File: src/dpsc_pkg.sv
`default_nettype none
package dpsc_pkg;

   // Power states
   typedef enum logic [1:0] {
      DPSC_RUN,
      DPSC_WAIT,
      DPSC_SLEEP,
      DPSC_OFF
   } dpsc_state_t;

   // Host command codes that steer the state
   localparam logic [7:0] CMD_STOP      = 8'h00;
   localparam logic [7:0] CMD_START     = 8'h01;
   localparam logic [7:0] CMD_JOB_LO    = 8'h04;
   localparam logic [7:0] CMD_JOB_HI    = 8'h09;
   localparam logic [7:0] CMD_SLEEP     = 8'h0F;

   // PLL settle time after leaving the powered-off state
   localparam int         SETTLE_NS     = 150000;
   localparam int         CLK_PERIOD_NS = 50;
   localparam int         SETTLE_CYC    = (SETTLE_NS + CLK_PERIOD_NS - 1) / CLK_PERIOD_NS;
   localparam int         SYNC_STAGES   = 3;

endpackage
`default_nettype wire

File: src/dpsc_ctrl.sv
`timescale 1ns/1ps
`default_nettype none
// Functional notes
// - Reset places the controller in WAIT from any state.
// - In RUN, command 00h moves to WAIT.
// - In WAIT, command 01h or 04h..09h moves to RUN.
// - In WAIT, command 0Fh moves to SLEEP.
// - In RUN, other commands are executed and RUN is kept.
// - In WAIT, every command is accepted; settings keep WAIT.
// - In WAIT, peripheral clock runs while core clock is stopped.
// - In RUN, core clock is gated when idle (core_busy low).
// - In SLEEP only analog blocks stay powered; digital clocks stop.
// - In SLEEP the ADC is disabled while the PLL keeps running.
// - In SLEEP, power-down request moves to the powered-off state.
// - In SLEEP, wake request returns to WAIT.
// - Powered-off held while request stays high; release enters SLEEP.
// - After powered-off, SLEEP is held at least 150 us for PLL settling.
// - In powered-off state all logic and analog blocks, PLL included, are off.
module dpsc_ctrl
   import dpsc_pkg::*;
(
   input  wire logic       ref_clk,
   input  wire logic       nrst,
   input  wire logic       cmd_valid,
   input  wire logic [7:0] cmd_code,
   input  wire logic       core_busy,
   input  wire logic       power_down_request_pin,
   input  wire logic       wake_request_pin,
   output var  logic [1:0] power_state,
   output var  logic       cmd_accept,
   output var  logic       core_clk_en,
   output var  logic       periph_clk_en,
   output var  logic       pll_en,
   output var  logic       adc_en,
   output var  logic       dac_en,
   output var  logic       settle_busy
);
   localparam int CW = $clog2(SETTLE_CYC + 1);

   logic       rst_s1_q;
   logic       rst_n_q;
   logic       pdn_lvl;
   logic       wake_lvl;
   dpsc_state_t st_q;
   dpsc_state_t st_d;
   logic [CW-1:0] cnt_q;
   logic [CW-1:0] cnt_d;
   logic       acc_q;
   logic       acc_d;
   logic       core_q;
   logic       core_d;
   logic       per_q;
   logic       per_d;
   logic       pll_q;
   logic       pll_d;
   logic       adc_q;
   logic       adc_d;
   logic       dac_q;
   logic       dac_d;
   logic       busy_q;
   logic       busy_d;

   // Command starts a job in WAIT
   function automatic logic is_job(input logic [7:0] c);
      return (c == CMD_START) || (c >= CMD_JOB_LO && c <= CMD_JOB_HI);
   endfunction

   // Reset release through two flops; assertion is still immediate
   always_ff @(posedge ref_clk or negedge nrst)
   begin
      if (!nrst)
      begin
         rst_s1_q <= 1'b0;
         rst_n_q  <= 1'b0;
      end
      else
      begin
         rst_s1_q <= 1'b1;
         rst_n_q  <= rst_s1_q;
      end
   end

   dpsc_sync u_pdn_sync
   (
      .ref_clk   (ref_clk),
      .rst_n     (rst_n_q),
      .pin_in    (power_down_request_pin),
      .level_out (pdn_lvl)
   );

   dpsc_sync u_wake_sync
   (
      .ref_clk   (ref_clk),
      .rst_n     (rst_n_q),
      .pin_in    (wake_request_pin),
      .level_out (wake_lvl)
   );

   // State transitions and settle counter
   always_comb
   begin
      st_d  = st_q;
      cnt_d = (cnt_q != '0) ? cnt_q - CW'(1) : cnt_q;
      acc_d = 1'b0;
      case (st_q)
         DPSC_RUN:
         begin
            acc_d = cmd_valid;
            if (cmd_valid && cmd_code == CMD_STOP)
               st_d = DPSC_WAIT;
         end
         DPSC_WAIT:
         begin
            acc_d = cmd_valid;
            if (cmd_valid && is_job(cmd_code))
               st_d = DPSC_RUN;
            else if (cmd_valid && cmd_code == CMD_SLEEP)
               st_d = DPSC_SLEEP;
         end
         DPSC_SLEEP:
         begin
            // pins honoured once PLL has settled
            if (cnt_q == '0)
            begin
               if (pdn_lvl)
                  st_d = DPSC_OFF;
               else if (wake_lvl)
                  st_d = DPSC_WAIT;
            end
         end
         DPSC_OFF:
         begin
            // leave on release, start settle time
            if (!pdn_lvl)
            begin
               st_d  = DPSC_SLEEP;
               cnt_d = CW'(SETTLE_CYC);
            end
         end
         default:
            st_d = DPSC_WAIT;
      endcase
      // pins only read in SLEEP and OFF branches above
      busy_d = (cnt_d != '0); // Registered so the settle flag leaves a flop
   end

   // Clock and power enables per next state; registered so outputs are flops
   always_comb
   begin
      core_d = 1'b0;
      per_d  = 1'b0;
      pll_d  = 1'b1;
      adc_d  = 1'b1;
      dac_d  = 1'b1;
      case (st_d)
         DPSC_RUN:
         begin
            core_d = core_busy;
            per_d  = 1'b1;
         end
         DPSC_WAIT:
            per_d = 1'b1;
         DPSC_SLEEP:
            adc_d = 1'b0;
         DPSC_OFF:
         begin
            pll_d = 1'b0;
            adc_d = 1'b0;
            dac_d = 1'b0;
         end
         default:
            per_d = 1'b1;
      endcase
   end

   always_ff @(posedge ref_clk or negedge rst_n_q)
   begin
      if (!rst_n_q)
      begin
         st_q   <= DPSC_WAIT;
         cnt_q  <= '0;
         acc_q  <= 1'b0;
         core_q <= 1'b0;
         per_q  <= 1'b1;
         pll_q  <= 1'b1;
         adc_q  <= 1'b1;
         dac_q  <= 1'b1;
         busy_q <= 1'b0;
      end
      else
      begin
         st_q   <= st_d;
         cnt_q  <= cnt_d;
         acc_q  <= acc_d;
         core_q <= core_d;
         per_q  <= per_d;
         pll_q  <= pll_d;
         adc_q  <= adc_d;
         dac_q  <= dac_d;
         busy_q <= busy_d;
      end
   end

   assign power_state   = st_q;
   assign cmd_accept    = acc_q;
   assign core_clk_en   = core_q;
   assign periph_clk_en = per_q;
   assign pll_en        = pll_q;
   assign adc_en        = adc_q;
   assign dac_en        = dac_q;
   assign settle_busy   = busy_q;
endmodule
`default_nettype wire

File: src/dpsc_sync.sv
`timescale 1ns/1ps
`default_nettype none
// Three-stage pin synchroniser; output changes once stages two and three agree
module dpsc_sync
(
   input  wire logic ref_clk,
   input  wire logic rst_n,
   input  wire logic pin_in,
   output var  logic level_out
);
   logic [2:0] sh_q;
   logic [2:0] sh_d;
   logic       lvl_q;
   logic       lvl_d;

   // Next values; stage one feeds only stage two
   always_comb
   begin
      sh_d  = {sh_q[1:0], pin_in};
      lvl_d = (sh_q[1] == sh_q[2]) ? sh_q[2] : lvl_q;
   end

   // Registers
   always_ff @(posedge ref_clk or negedge rst_n)
   begin
      if (!rst_n)
      begin
         sh_q  <= 3'h0;
         lvl_q <= 1'b0;
      end
      else
      begin
         sh_q  <= sh_d;
         lvl_q <= lvl_d;
      end
   end

   assign level_out = lvl_q;
endmodule
`default_nettype wire

File: config.mk
export PLATFORM = sky130hd
export DESIGN_NAME = dpsc_ctrl
export DESIGN_NICKNAME = d
export VERILOG_FILES = /design/src/dpsc_pkg.sv /design/src/dpsc_ctrl.sv /design/src/dpsc_sync.sv
export SDC_FILE = /design/constraint.sdc
export NUM_CORES = 1
export LEC_CHECK = 0
export BUFFER_PORTS_ARGS = -buffer_cell sky130_fd_sc_hd__clkbuf_2
export CORE_MARGIN = 4
export CORE_UTILIZATION = 35
export CTS_BUF_LIST = sky130_fd_sc_hd__clkbuf_8
export DETAILED_ROUTE_END_ITERATION = 16
export PLACE_DENSITY_LB_ADDON = 0.2
export SYNTH_ARGS = -nofsm -noshare
export SYNTH_HDL_FRONTEND = slang
export SYNTH_SLANG_ARGS = --single-unit
File: constraint.sdc
create_clock -name ref_clk -period 0.95 [get_ports ref_clk]
set_input_delay 0.095 -clock ref_clk [delete_from_list [all_inputs] [get_ports ref_clk]]
set_output_delay 0.095 -clock ref_clk [all_outputs]
set_load 0.03 [all_outputs]
==> results by group <==
Status
  – Status: finished, violations left
  – Violated checks: setup timing

Routing
  – Avg WL per Cell: 14.8 µm
  – Post-route ant nets: 0
  – DR vias: 1,266
  – First-pass DRT Iterations: 4
  – DRC Markers: 0
  – Final WL: 3.73 mm
  – DR iter-0 viols: 40
  – Via/cell ratio: 5.02

Global route
  – Initial antenna violation count: 0
  – All-Layer GR Usage: 15.9%
  – First-pass GRT wire length: 6.27 mm
  – Congestion Overflow GR: 0
  – Number of global-route vias before repair: 1,331
  – Largest net degree at the start of global routing: 29

Place
  – Placed inst area: 1910 µm²
  – Placer Congestion: 0.919
  – Placed wire-length estimate: 2.66 mm
  – Dpl ws: -0.986 ns
  – PortBufs: 22

Pwr
  – Leak: 0.000982 µW
  – Reg power frac: 43.9%
  – Pint: 2570 µW
  – Comb pwr share: 27.5%
  – Overall power: 3740 µW
  – Clock network power share: 28.7%
  – PD cells: 1590 nW/µm²
  – Switching Power: 1170 µW
  – Peak VDD IR: 0.00105 V
  – Sw Ratio: 31.2%

Setup path
  – Crit path kind: reg -> reg
  – Worst setup SP type: register
  – CP arrival: 2.01 ns
  – CP endpoint kind: register
  – Worst path required time: 1.11 ns
  – Crit-path slowest cell: or4_4
  – Largest delay contributor family on the critical path: simple AND/OR/NAND/NOR gates
  – Buffers & Inverters on Critical Path: 0
  – Crit-path cells: or4_4 -> nor4_4 -> xnor2_1 -> a31o_1 -> nand4_1
  – Worst-path fanout max: 5
  – CP peak stage delay: 0.60 ns

Floorplan
  – Die W: 71.3 µm
  – # IOs: 23
  – Die H: 71.3 µm
  – Core area: 3770 µm²
  – Rows: 22
  – Initial Utilization: 37.2%
  – Die area: 5080 µm²

Timing
  – Max Fclk: 0.539 GHz
  – Clk_skew: 0.0149 ns
  – Final hold violation count: 0
  – Worst setup margin: -0.904 ns
  – Final cycle utilization of the critical path: 195%
  – Setup-failing EPs final: 25
  – RSZ-0062 raised after global routing: true
  – Slew Limit Fails: 0
  – Minimum clock period: 1.85 ns

Final layout
  – Final-stage net count: 219
  – Final core occ: 62.5%
  – Antenna Cells: 0
  – Commonest non-fill, non-tap cell in the layout: buf_4
  – Share of post-route cells with drive strength above 1: 57.8%
  – Most frequent cells in the layout: buf_4, dfrtp_1, clkbuf_2, buf_6, nand2_1
  – Finished Cell Area: 2360 µm²
  – Area Growth Syn to Fin: 68.2%

CTS
  – H-tree levels: 2
  – Worst-Skew Late Latency: 0.29 ns
  – CTS Buf Count: 5
  – CTS tree: yes
  – CTS sink count: 30
  – CTS Buffer Depth: 2
  – Clock Tree Root: clkbuf_8
  – Reg clk slew, reported paths: 0.08 ns

Synth
  – Post-Syn Instances: 133
  – Sequential share of the synthesized area: 53.9%
  – Post-synth EDFFs: 0
  – Synth cell types: 42
  – Cell Area, Synth: 1400 µm²
  – Asr flop ratio synth: 100%
  – Synth Flop Type: dfrtp_1
  – Ys Warns: 0
  – Syn avg cell area: 10.5 µm²
  – Syn nets: 149
  – Count of state elements after synthesis: 30

Min path
  – HP Class: in -> reg

Flow run
  – Max-cap viol count: 0
==> state kept, by name, summed over array words and instances (netlist names), 2 cells and up <==
| name | cells |
|---|---|
| power_state | 2 |
| u_pdn_sync.sh_q | 3 |
| cnt_q | 12 |
| u_wake_sync.sh_q | 3 |
==> path summary, 6_finish.rpt <==
check	start	endpoint	slack [ns]	cells past startpoint
setup / recovery	cnt_q[6]$_DFF_PN0_	settle_busy$_DFF_PN0_	-0.90	5
hold / removal	core_busy	core_clk_en$_DFF_PN0_	0.02	3
setup reg to reg	cnt_q[6]$_DFF_PN0_	settle_busy$_DFF_PN0_	-0.90	5
hold reg to reg	rst_n_q$_DFF_PN0_	cnt_q[9]$_DFF_PN0_	0.20	1
max in group asynchronous	rst_n_q$_DFF_PN0_	adc_en$_DFF_PN1_	0.51	1
min in group asynchronous	nrst	rst_n_q$_DFF_PN0_	0.13	2
==> repair_timing <==
item / 4_1_cts / 5_1_grt
setup endpoints to repair: 27 / 29
hold buffers: 3 / 0
endpoints found under the hold margin: 4 / 0
pin swaps: 12 / 17
setup buffers: 5 / 6
gates resized for setup: 46 / 30
==> routing by layer <==
layer  vias up  wire [µm]  GRT usage, %  part of all wire [%]
li1        626          -             -                     -
met1       599       1550          19.1                    41
met2        33       1930          27.2                    52
met3         8        186          4.77                   5.0
met4         0         68          5.01                   1.8
met5         -          0             0                     0
==> area by class of cell <==
class                   count  area [µm²]
multi-input cells          92         840
well taps                  48        60.1
inverters                   6        22.5
fillers                   275        1410
clock buffers               6        82.6
flip-flops and latches     30         758
repair buffers             68         582
clock inverters             2        12.5
==> power by group through the flow <==
stage          logic, µW  clock network (µW)  registers [µW]
2_1_floorplan        406                   0            1600
3_3_place_gp         734                   0            1610
3_5_place_dp         749                   0            1620
4_1_cts              918                1100            1640
5_1_grt             1120                1190            1670
6_report            1030                1070            1640
==> cell usage after synthesis, types with 2 or more instances <==
| library cell | instances | area [µm²] |
|---|---|---|
| dfrtp_1 | 26 | 651 |
| nor2_1 | 10 | 37.5 |
| nand2_1 | 8 | 30.0 |
| a21oi_1 | 7 | 35.0 |
| nor3_1 | 7 | 35.0 |
| inv_1 | 6 | 22.5 |
| o31ai_1 | 6 | 45.0 |
| nand2b_1 | 5 | 31.3 |
| dfstp_2 | 4 | 105 |
| nand3_1 | 4 | 20.0 |
| mux2i_1 | 3 | 30.0 |
| nand3b_1 | 3 | 22.5 |
| o21ai_0 | 3 | 15.0 |
| or3_1 | 3 | 18.8 |
| a211oi_1 | 2 | 15.0 |
| a21o_1 | 2 | 15.0 |
| clkbuf_1 | 2 | 7.51 |
| ha_1 | 2 | 25.0 |
| maj3_1 | 2 | 20.0 |
| nand4_1 | 2 | 12.5 |
| nor2b_1 | 2 | 12.5 |
| nor4_1 | 2 | 12.5 |
| o22ai_1 | 2 | 12.5 |
| xnor2_1 | 2 | 17.5 |
==> worst register-to-register path, cell delays in order, from the launching register on <==
cell and delay, ns:
dfrtp_2 0.44, or4_4 0.60, nor4_4 0.24, xnor2_1 0.17, a31o_1 0.17, nand4_1 0.09
==> stage by stage <==
step / hold WS [ns] / instances / setup TNS (ns)
finish: 0.0213 / 252 / -14.13
global route: 0.0231 / 252 / -15.63
detailed placement: -0.117 / 235 / -14.83
CTS: 0.0136 / 250 / -14.37
floorplan: -0.201 / 133 / -10.41
global placement: -0.119 / 235 / -14.06
==> cell families after synthesis <==
kind of cell    Yosys count  synth area share, %
mux                       3                 2.14
flops                    30                 53.9
buf+inv                  11                 3.39
fa+ha+maj                 4                 3.21
simple gates             55                 22.5
compound gates           27                 13.3
xor+xnor                  2                 1.25
other cells               1                0.268
Note: power is estimated with default switching activity, not from simulation.
